<file path="config.mk">
export PLATFORM = sky130hd
export DESIGN_NAME = dcff_top
export DESIGN_NICKNAME = d
export VERILOG_FILES = /design/src/dcff_pkg.sv /design/src/dcff_top.sv /design/src/dcff_mem.sv
export SDC_FILE = /design/constraint.sdc
export NUM_CORES = 1
export LEC_CHECK = 0
export ABC_CLOCK_PERIOD_IN_PS = 3200
export BUFFER_PORTS_ARGS = -buffer_cell sky130_fd_sc_hd__buf_4
export CORE_MARGIN = 2
export CORE_UTILIZATION = 50
export DETAILED_ROUTE_END_ITERATION = 8
export GPL_ROUTABILITY_DRIVEN = 0
export PLACE_DENSITY = 0.7
export SETUP_SLACK_MARGIN = 0.5
export SYNTH_ARGS = -nofsm -noshare
export SYNTH_HDL_FRONTEND = slang
export SYNTH_HIERARCHICAL = 1
export SYNTH_SLANG_ARGS = --single-unit
</file>
<file path="constraint.sdc">
create_clock -name mclk -period 3.2 [get_ports mclk]
set_input_delay 0.32 -clock mclk [delete_from_list [all_inputs] [get_ports mclk]]
set_output_delay 0.32 -clock mclk [all_outputs]
set_load 0.005 [all_outputs]
</file>
<file path="src/dcff_pkg.sv">
// package of constants for the nine-bit first-in first-out memory block
// assumes one clock (mclk, 125 MHz) shared by writer, reader and the apb slave
package dcff_pkg;
  // -------------------------------------------------------------------
  // register map (byte addresses, one word each)
  // -------------------------------------------------------------------
  localparam logic [7:0] AE_OFF_ADDR = 8'h00;
  localparam logic [7:0] AF_OFF_ADDR = 8'h04;
  localparam logic [7:0] STATUS_ADDR = 8'h08;
  localparam logic [7:0] IRQ_STAT_ADDR = 8'h0C;
  localparam logic [7:0] IRQ_MASK_ADDR = 8'h10;
  // -------------------------------------------------------------------
  // field positions and reset values
  // -------------------------------------------------------------------
  localparam int EV_FULL = 0;
  localparam int EV_EMPTY = 1;
  localparam int EV_AFULL = 2;
  localparam int EV_AEMPTY = 3;
  localparam int EV_OVER = 4;
  localparam int EV_UNDER = 5;
  localparam int NUM_EV = 6;
  localparam int ST_LEVEL_LSB = 8;
  localparam int OFFSET_RESET = 7;
  localparam logic [NUM_EV-1:0] MASK_RESET = 6'h00;
  localparam int DEPTH_DEFAULT = 64;
  localparam int WIDTH_DEFAULT = 9;
  // single-clock build: a flag change lands at most one edge after its cause
  localparam int FLAG_LAG_CYCLES = 1;
  localparam int FIRST_READ_CYCLES = 2;
endpackage : dcff_pkg

</file>
<file path="src/dcff_top.sv">
// nine-bit fifo with flags, offset registers, apb status access and interrupt
// assumes writer, reader and apb master all run on mclk, reset synchronous high
//
// Chosen here: the APB slave port and the placing of the registers.
`timescale 1ns/1ps
module dcff_top #(
  parameter int WIDTH = dcff_pkg::WIDTH_DEFAULT,
  parameter int DEPTH = dcff_pkg::DEPTH_DEFAULT
) (
  input wire logic mclk,
  input wire logic reset,
  input wire logic psel,
  input wire logic penable,
  input wire logic pwrite,
  input wire logic [7:0] paddr,
  input wire logic [31:0] pwdata,
  output logic [31:0] prdata,
  output logic pready,
  output logic pslverr,
  input wire logic write_enable_n,
  input wire logic write_enable2_or_load,
  input wire logic [WIDTH-1:0] data_in,
  input wire logic read_enable_n,
  input wire logic output_enable_n,
  output logic [WIDTH-1:0] data_out,
  output logic data_out_en_n,
  output logic full_flag_n,
  output logic empty_indicator_n,
  output logic almost_empty_flag_n,
  output logic almost_full_flag_n,
  output logic irq
);
  import dcff_pkg::*;

  localparam int AW = $clog2(DEPTH);
  localparam int CW = $clog2(DEPTH + 1);
  localparam logic [CW-1:0] DEPTH_C = CW'(DEPTH);

  // -------------------------------------------------------------------
  // helpers
  // -------------------------------------------------------------------
  function automatic logic [AW-1:0] ptr_inc(input logic [AW-1:0] p);
    ptr_inc = (p == AW'(DEPTH - 1)) ? '0 : p + AW'(1);
  endfunction : ptr_inc

  logic [AW-1:0] wr_ptr_reg;
  logic [AW-1:0] rd_ptr_reg;
  logic [CW-1:0] level_reg;
  logic [CW-1:0] level_next;
  logic [CW-1:0] ae_off_reg;
  logic [CW-1:0] af_off_reg;
  logic second_en_mode_reg;
  logic load_sel_reg;
  logic full_n_reg;
  logic empty_n_reg;
  logic ae_n_reg;
  logic af_n_reg;
  logic [NUM_EV-1:0] irq_stat_reg;
  logic [NUM_EV-1:0] irq_mask_reg;
  logic [NUM_EV-1:0] ev_pulse;
  logic [31:0] prdata_reg;
  logic wr_req;
  logic rd_req;
  logic wr_do;
  logic rd_do;
  logic load_do;
  logic apb_wr;
  logic [WIDTH-1:0] mem_q;
  logic out_live_reg;

  // -------------------------------------------------------------------
  // request decode
  // -------------------------------------------------------------------
  // second enable pin acts as enable or as load strobe, fixed at reset
  assign wr_req = !write_enable_n && (!second_en_mode_reg || write_enable2_or_load);
  assign load_do = !reset && !write_enable_n && second_en_mode_reg == 1'b0
                   && !write_enable2_or_load;
  assign rd_req = !read_enable_n;
  // requests against a full or empty memory are dropped outright
  assign wr_do = !reset && wr_req && !load_do && full_n_reg;
  assign rd_do = !reset && rd_req && empty_n_reg;

  // strap catch: sampled on every edge while reset is high, so clocks may run
  always_ff @(posedge mclk) begin
    if (reset) begin
      second_en_mode_reg <= write_enable2_or_load;
    end
  end

  // -------------------------------------------------------------------
  // pointers and fill level
  // -------------------------------------------------------------------
  always_ff @(posedge mclk) begin
    if (reset) begin
      wr_ptr_reg <= '0;
    end else if (wr_do) begin
      wr_ptr_reg <= ptr_inc(wr_ptr_reg);
    end
  end

  always_ff @(posedge mclk) begin
    if (reset) begin
      rd_ptr_reg <= '0;
    end else if (rd_do) begin
      rd_ptr_reg <= ptr_inc(rd_ptr_reg);
    end
  end

  // level moves only when exactly one side acts in a cycle
  always_comb begin
    level_next = level_reg;
    if (wr_do && !rd_do) begin
      level_next = level_reg + CW'(1);
    end else if (rd_do && !wr_do) begin
      level_next = level_reg - CW'(1);
    end
  end

  always_ff @(posedge mclk) begin
    if (reset) begin
      level_reg <= '0;
    end else begin
      level_reg <= level_next;
    end
  end

  // -------------------------------------------------------------------
  // flags, all registered from the next level so they move on the cause edge
  // -------------------------------------------------------------------
  // one clock means the skew window is always met: no extra lag is added
  always_ff @(posedge mclk) begin
    if (reset) begin
      full_n_reg <= 1'b1;
      empty_n_reg <= 1'b0;
      ae_n_reg <= 1'b0;
      af_n_reg <= 1'b1;
    end else begin
      full_n_reg <= level_next != DEPTH_C;
      empty_n_reg <= level_next != '0;
      ae_n_reg <= !(level_next < ae_off_reg);
      af_n_reg <= !(level_next > DEPTH_C - af_off_reg);
    end
  end
  assign full_flag_n = full_n_reg;
  assign empty_indicator_n = empty_n_reg;
  assign almost_empty_flag_n = ae_n_reg;
  assign almost_full_flag_n = af_n_reg;

  // -------------------------------------------------------------------
  // storage and output port
  // -------------------------------------------------------------------
  dcff_mem #(
    .WIDTH(WIDTH),
    .DEPTH(DEPTH),
    .AW(AW)
  ) u_mem (
    .mclk(mclk),
    .wr_en(wr_do),
    .wr_addr(wr_ptr_reg),
    .wr_data(data_in),
    .rd_en(rd_do),
    .rd_addr(rd_ptr_reg),
    .rd_data(mem_q)
  );

  // the storage read register already holds the word taken at the read edge;
  // a second register here would show every word one accepted read late
  always_ff @(posedge mclk) begin
    if (reset) begin
      out_live_reg <= 1'b0;
    end else if (rd_do) begin
      out_live_reg <= 1'b1;
    end
  end
  // pins read low after reset until the first accepted read
  assign data_out = out_live_reg ? mem_q : '0;

  // enable passes straight through; the pad releases the bus while it is high
  assign data_out_en_n = output_enable_n;

  // -------------------------------------------------------------------
  // offset registers: load strobe alternates almost-empty then almost-full
  // -------------------------------------------------------------------
  assign apb_wr = psel && penable && pwrite;

  always_ff @(posedge mclk) begin
    if (reset) begin
      ae_off_reg <= CW'(OFFSET_RESET);
      af_off_reg <= CW'(OFFSET_RESET);
      load_sel_reg <= 1'b0;
    end else if (load_do) begin
      load_sel_reg <= !load_sel_reg;
      if (!load_sel_reg) begin
        ae_off_reg <= CW'(data_in);
      end else begin
        af_off_reg <= CW'(data_in);
      end
    end else if (apb_wr && paddr == AE_OFF_ADDR) begin
      ae_off_reg <= pwdata[CW-1:0];
    end else if (apb_wr && paddr == AF_OFF_ADDR) begin
      af_off_reg <= pwdata[CW-1:0];
    end
  end

  // -------------------------------------------------------------------
  // interrupt status and mask
  // -------------------------------------------------------------------
  always_comb begin
    ev_pulse = '0;
    ev_pulse[EV_FULL] = full_n_reg && level_next == DEPTH_C;
    ev_pulse[EV_EMPTY] = empty_n_reg && level_next == '0;
    ev_pulse[EV_AFULL] = af_n_reg && level_next > DEPTH_C - af_off_reg;
    ev_pulse[EV_AEMPTY] = ae_n_reg && level_next < ae_off_reg;
    ev_pulse[EV_OVER] = !reset && wr_req && !load_do && !full_n_reg;
    ev_pulse[EV_UNDER] = !reset && rd_req && !empty_n_reg;
  end

  // set wins over a write-one clear in the same cycle
  always_ff @(posedge mclk) begin
    if (reset) begin
      irq_stat_reg <= '0;
    end else if (apb_wr && paddr == IRQ_STAT_ADDR) begin
      irq_stat_reg <= (irq_stat_reg & ~pwdata[NUM_EV-1:0]) | ev_pulse;
    end else begin
      irq_stat_reg <= irq_stat_reg | ev_pulse;
    end
  end

  always_ff @(posedge mclk) begin
    if (reset) begin
      irq_mask_reg <= MASK_RESET;
    end else if (apb_wr && paddr == IRQ_MASK_ADDR) begin
      irq_mask_reg <= pwdata[NUM_EV-1:0];
    end
  end
  assign irq = |(irq_stat_reg & irq_mask_reg);

  // -------------------------------------------------------------------
  // apb slave: zero wait states, read data latched in the setup cycle
  // -------------------------------------------------------------------
  always_ff @(posedge mclk) begin
    if (reset) begin
      prdata_reg <= '0;
    end else if (psel && !penable && !pwrite) begin
      prdata_reg <= '0;
      if (paddr == AE_OFF_ADDR) begin
        prdata_reg[CW-1:0] <= ae_off_reg;
      end else if (paddr == AF_OFF_ADDR) begin
        prdata_reg[CW-1:0] <= af_off_reg;
      end else if (paddr == STATUS_ADDR) begin
        prdata_reg[3:0] <= {ae_n_reg, af_n_reg, empty_n_reg, full_n_reg};
        prdata_reg[4] <= second_en_mode_reg;
        prdata_reg[ST_LEVEL_LSB +: CW] <= level_next;
      end else if (paddr == IRQ_STAT_ADDR) begin
        prdata_reg[NUM_EV-1:0] <= irq_stat_reg | ev_pulse;
      end else if (paddr == IRQ_MASK_ADDR) begin
        prdata_reg[NUM_EV-1:0] <= irq_mask_reg;
      end
    end
  end
  assign prdata = prdata_reg;
  assign pready = 1'b1;
  assign pslverr = psel && penable && !(paddr == AE_OFF_ADDR || paddr == AF_OFF_ADDR
                   || paddr == STATUS_ADDR || paddr == IRQ_STAT_ADDR || paddr == IRQ_MASK_ADDR);
endmodule : dcff_top

</file>
<file path="src/dcff_mem.sv">
// storage array of the fifo, one write port and one registered read port
// assumes the controller never writes and reads past the fill level
`timescale 1ns/1ps
module dcff_mem #(
  parameter int WIDTH = 9,
  parameter int DEPTH = 64,
  parameter int AW = $clog2(DEPTH)
) (
  input wire logic mclk,
  input wire logic wr_en,
  input wire logic [AW-1:0] wr_addr,
  input wire logic [WIDTH-1:0] wr_data,
  input wire logic rd_en,
  input wire logic [AW-1:0] rd_addr,
  output logic [WIDTH-1:0] rd_data
);
  logic [WIDTH-1:0] mem [DEPTH];
  logic [WIDTH-1:0] rd_data_reg;

  // write port, no reset on the array to keep it a plain ram
  always_ff @(posedge mclk) begin
    if (wr_en) begin
      mem[wr_addr] <= wr_data;
    end
  end

  // read port is registered; data holds between reads
  always_ff @(posedge mclk) begin
    if (rd_en) begin
      rd_data_reg <= mem[rd_addr];
    end
  end
  assign rd_data = rd_data_reg;
endmodule : dcff_mem

</file>
# Word-level counts from Yosys, hierarchy flattened
# Memories as Yosys holds them, arrays and structs flattened. A register that Yosys moved wholly into a read port is not among the register bits.
# Cells that the tools add are included.
# W data, S select, Z words.
[totals] mem_count=1 mem_bits_rw=576 register_bits=66 in_bits=58 wordCells=120
[memory_table] memory="u_mem.mem" words=64 width=9 read_ports=1 rd_clocked_by_memory_dff=1 write_ports=1 line_no="dcff_mem.sv:17" rtl="logic [WIDTH-1:0] mem [DEPTH];"
[classes] bitwise_logic=6 eq_ne=11 addsub=5 mux=25 reduce_logical=55 order_cmp=2
[op_table] op="$mux W7" count=13
[op_table] op="$mux W6" count=6
[op_table] op="$logic_and A1 B1 Y1" count=26
[op_table] op="$eq A8 B4 Y1 const B" count=2
[op_table] op="$logic_not A1 Y1" count=16
[op_table] op="$add A6 B1 Y6 const B" count=2
[op_table] op="$and A6 B6 Y6" count=2
[op_table] op="$eq A6 B6 Y1 const B" count=2
[op_table] op="$or A6 B6 Y6" count=2
[op_table] op="$mux W9" count=1
[op_table] op="$eq A8 B3 Y1 const B" count=1
[op_table] op="$eq A8 B5 Y1 const B" count=1
[op_table] op="$logic_not A8 Y1" count=1
[op_table] op="$add A7 B1 Y7 const B" count=1
[op_table] op="$eq A7 B7 Y1 const B" count=1
[op_table] op="$gt A7 B7 Y1" count=1
[op_table] op="$logic_not A7 Y1" count=1
[op_table] op="$lt A7 B7 Y1" count=1
[op_table] op="$ne A7 B7 Y1 const B" count=1
[op_table] op="$reduce_bool A7 Y1" count=1
[op_table] op="$sub A7 B1 Y7 const B" count=1
[op_table] op="$sub A7 B7 Y7 const A" count=1
[op_table] op="$ne A2 B2 Y1 const B" count=3
[op_table] op="$not A6 Y6" count=1
[op_table] op="other kinds (8)" count=16

# Logic depth before layout (Yosys ltp)
[depth] depth_word=18 ltp_mapped=16 ltp_nobuf=14

# By module
# The synthesis kept the hierarchy.
[modules_own_cells] mod="dcff_mem" n_inst=1 area_each_um2=22684.3 cells_per_inst=1020
[modules_own_cells] mod="dcff_top" n_inst=1 area_each_um2=3799.9 cells_per_inst=454

# Worst setup path after synthesis
# No wires, ideal clock.
[synth_timing] path_kind="register to register" from="register empty_n_reg, in the netlist empty_indicator_n" to="register prdata_reg[2], in the netlist prdata[2]" path_buffers=1 synth_period_minus_slack_ns=3.174 setup_slack_ns=0.026 arrival_time_ns=3.058 stages_incl_launch_ff=13 required_ns=3.084 setup_time_ns=0.116 path_cell_list="dfxtp_1 > or3b_1 > buf_6 > nor4_1 > a21oi_1 > xnor2_1 > ha_1 > a21o_1 > nor3_1 > o31ai_1 > a221o_1 > o211a_1 > a41o_1"
[synth_between] elab_chain_len=11 word_cells_on_any_way=13
[synth_rtl] item="start, declared" line_no="dcff_top.sv:55" rtl="logic empty_n_reg;"
[synth_rtl] item="start signal, assigned" line_no="dcff_top.sv:134" rtl="empty_n_reg <= 1'b0;"
[synth_rtl] item="start signal, assigned" line_no="dcff_top.sv:139" rtl="empty_n_reg <= level_next != '0;"
[synth_rtl] item="$logic_and A1 B1 Y1 (*)" line_no="dcff_top.sv:81" rtl="assign rd_do = !reset && rd_req && empty_n_reg;"
[synth_rtl] item="$logic_and A1 B1 Y1 or $logic_not A1 Y1 (tied branches)" line_no="dcff_top.sv:114, dcff_top.sv:112"
[synth_rtl] item="$mux W7 or $logic_and A1 B1 Y1 (tied branches)" line_no="dcff_top.sv:114, dcff_top.sv:112"
[synth_rtl] item="$mux W7 (*)" line_no="dcff_top.sv:112" rtl="if (wr_do && !rd_do) begin"
[synth_rtl] item="net level_next[4]" line_no="dcff_top.sv:49" rtl="logic [CW-1:0] level_next;"
[synth_rtl] item="$gt A7 B7 Y1 (*)" line_no="dcff_top.sv:212" rtl="ev_pulse[EV_AFULL] = af_n_reg && level_next > DEPTH_C - af_off_reg;"
[synth_rtl] item="$logic_and A1 B1 Y1 (*)" line_no="dcff_top.sv:212"
[synth_rtl] item="$or A6 B6 Y6 (*)" line_no="dcff_top.sv:255" rtl="prdata_reg[NUM_EV-1:0] <= irq_stat_reg | ev_pulse;"
[synth_rtl] item="$mux W6 (*)" line_no="dcff_top.sv:254" rtl="end else if (paddr == IRQ_STAT_ADDR) begin"
[synth_rtl] item="$mux W5 (*)" line_no="dcff_top.sv:250" rtl="end else if (paddr == STATUS_ADDR) begin"
[synth_rtl] item="$mux W6 (*)" line_no="dcff_top.sv:248" rtl="end else if (paddr == AF_OFF_ADDR) begin"
[synth_rtl] item="$mux W7 (*)" line_no="dcff_top.sv:246" rtl="if (paddr == AE_OFF_ADDR) begin"
[synth_rtl] item="end signal, assigned by index" line_no="dcff_top.sv:247" rtl="prdata_reg[CW-1:0] <= ae_off_reg;"
[synth_rtl] item="end signal, assigned by index" line_no="dcff_top.sv:249" rtl="prdata_reg[CW-1:0] <= af_off_reg;"
[synth_rtl] item="end signal, assigned" line_no="dcff_top.sv:251" rtl="prdata_reg[3:0] <= {ae_n_reg, af_n_reg, empty_n_reg, full_n_reg};"
[synth_rtl] item="end, declared" line_no="dcff_top.sv:61" rtl="logic [31:0] prdata_reg;"
# Mark *: on every way through the listed nets, which the timed path passes. The rest lies on a longest branch.
# A chain may end at the register's enable or synchronous reset.

# Worst setup path in the final report
# Ends and elaborated chain as after synthesis.

==> flow_metrics.tcl <==
set metrics [dict create \
    synth_enable_flop_cells 586 \
    slew_viol_final 0 \
    status "finished, final reports clean" \
    ys_ff_latch 651 \
    cap_violations 0 \
    max-vdd-ir-drop_mv 0.409 \
    cp-start-kind "register" \
    clock_sinks 651 \
    cts_tree "yes" \
    row_count 84 \
    overflow 0 \
    dp_hpwl_um 37000 \
    numPortBuffers 60 \
    clock_path_buffers 3 \
    wl_per_cell_um 25.1 \
    syn_inst 1474 \
    die_y_um 234 \
    cts_made_buffers 61 \
    r2r-start "empty_indicator_n$_SDFF_PP0_" \
    place_area_um2 28300 \
    worstSetupEndpointType "register" \
    cts.htree.levels 2 \
    die-area_um2 54800 \
    path_cells "or3b_4 -> buf_6 -> nor4_4 -> a21oi_2 -> xnor2_2 -> ha_1 -> a21o_1 -> nor3_2 -> o31ai_2 -> a221o_1 -> o211a_1 -> a41o_1" \
    fillers 3802 \
    yosysMostFrequentCell "edfxtp_1" \
    max-slew-margin-rel_pct 39.7 \
    ant_nets 0 \
    rr_worst_depth 12 \
    path_max_fanout 4 \
    yosysSeqAreaShare_pct 71.4 \
    layout_min_cycle_time_ns 3.04 \
    setup_viol 0 \
    fin_crit_sh_pct 95.0 \
    fin_nets 1736 \
    hold_violations 0 \
    syn_area_um2 26500 \
    wl_um 60500 \
    tightest_slew_ns 0.882 \
    core_area_um2 52400 \
    vias_per_cell 6.06 \
    largest_register_ffs 576 \
    clk_pin_slew_ns 0.07 \
    grt_usage_pct 22.3 \
    synth_cell_types 82 \
    pin_count 107 \
    async_flop_share_pct 0 \
    multiInputGateArea_um2 7210 \
    drt_iter0_markers 1568 \
    worstPathRequired_ns 3.74 \
    cp_slowest_cell "or3b_4" \
    min_path_type "primary input to register" \
    die_x_um 234 \
    grt_pass1_vias 14200 \
    clk_latency_ns 0.65 \
    p_leak_nw 9.98 \
    grt_max_degree 66 \
    initial_core_util_pct 50.5 \
    avgSynthCellArea_um2 18.0 \
    via_count 14600 \
    final_area_um2 30800 \
    fmax_mhz 329 \
    powerDensity_nw_per_um2 593 \
    design_power_total_mw 18.3 \
    synth-main-ff-cell "edfxtp_1" \
    cpPeakStageDelay_ns 0.43 \
    worst-r2r-setup-slack_ns 0.16 \
    whs_path_depth 4 \
    diodes 0 \
    grt_antenna_before_repair 1 \
    whs_ns 0.0528 \
    cts_root_buf "clkbuf_16" \
    yosysTopAreaCellShare_pct 66.4 \
    route.detailed.drc 0 \
    min_to "irq_stat_reg[5]$_SDFF_PP0_" \
    critPathKind "register to register" \
    drive_gt1_share_pct 28.2 \
    yosysTopAreaCell "edfxtp_1" \
    grt_pass1_wl_um 89900 \
    synth_area_leaders "edfxtp_1, mux4_2, dfxtp_1, nor2_1, mux2i_1" \
    drt_first_pass_iters 5 \
    final_util_pct 58.7 \
    cp.arrival_ns 3.58 \
    r2r_end "prdata[2]$_SDFFE_PP0P_" \
    rsz0062_at_grt "true" \
    synthTopCellsByCount "edfxtp_1, mux4_2, nor2_1, nand2_1, dfxtp_1" \
    hold_path_startpoint "read_enable_n" \
    seqCellArea_um2 18900 \
    yosysWarningCount 6 \
    skew_ns 0.0192 \
    areaGrowthSynthToFinish_pct 16.3 \
]
==> critical path: cells and delay by family, from the launching register on <==
kind / cells / cell delay, ns
xor gates and xnor gates: 1 / 0.26
AOI/OAI and AO/OA: 6 / 1.13
buffers and inverters: 1 / 0.15
adders and majority gates: 1 / 0.30
DFF: 1 / 0.32
and+or+nand+nor: 3 / 0.78
==> timing repair <==
item / in CTS / in global routing
gates resized for setup: 22 / 9
cloned: 2 / 0
hold endpoints to repair: 9 / 0
endpoints found under the setup margin: 15 / 12
buffers inserted: 11 / 9
pin swaps: 12 / 4
hold buffers: 7 / 0
==> how the worst max path moves through the flow <==
| stage | to | start | cells past startpoint |
|---|---|---|---|
| after CTS | prdata[2]$_SDFFE_PP0P_ | empty_indicator_n$_SDFF_PP0_ | 12 |
| after floorplan | prdata[2]$_SDFFE_PP0P_ | empty_indicator_n$_SDFF_PP0_ | 14 |
| after global routing | prdata[2]$_SDFFE_PP0P_ | empty_indicator_n$_SDFF_PP0_ | 12 |
| after detailed placement | prdata[2]$_SDFFE_PP0P_ | reset | 13 |
| final | prdata[2]$_SDFFE_PP0P_ | empty_indicator_n$_SDFF_PP0_ | 12 |
| after global placement | prdata[2]$_SDFFE_PP0P_ | reset | 13 |
==> kinds of logic after synthesis <==
family	share of synthesized area, %
buffers and inverters	2.40
adders and majority gates	0.694
other	0.0284
xor gates and xnor gates	0.685
and+or+nand+nor	5.91
DFF	71.4
muxes	14.5
AOI/OAI and AO/OA	4.44
==> power breakdown <==
group	leakage [nW]	switching, mW	internal [mW]
sequential	5.80	0.0815	9.32
clock	0.988	3.13	4.25
combinational	3.20	0.787	0.707
total	9.98	3.99	14.3
==> per-stage QoR <==
step	std cells	setup TNS, ns	worst slack, ns
after floorplan	1491	0	0.298
after global placement	2261	0	0.0666
after detailed placement	2261	-0.174	-0.0934
after CTS	2397	0	0.263
after global routing	2406	0	0.0481
final	2406	0	0.161
==> area by class of cell <==
cell class / instances / share of cell area, %
Clock buffer: 89 / 5.63
Clock inverter: 27 / 1.04
Inverter: 18 / 0.244
Multi-Input combinational cell: 729 / 23.4
Sequential cell: 651 / 61.4
Tap cell: 688 / 2.80
Timing Repair Buffer: 204 / 5.48
==> routing by layer <==
layer  up-vias  GRT usage [%]  wire, um
li1       6298              -         -
met1      7533           32.9     25300
met2       650           35.1     28900
met3       104           3.68      4940
met4         2           5.81      1370
met5         -              0        12
==> layout by cell type (no fill, tap or decap), types with 21 or more instances in the layout <==
cell	synthesis	layout
nor2_1	114	114
nand2_1	73	73
clkbuf_16	0	62
and2_1	21	21
mux4_2	143	143
buf_4	30	185
edfxtp_1	586	586
dfxtp_1	65	59
mux2i_1	36	36
a21oi_1	25	24
a22oi_1	21	21
nand3_1	29	28
No activity file was read; power rests on OpenSTA's default activity.
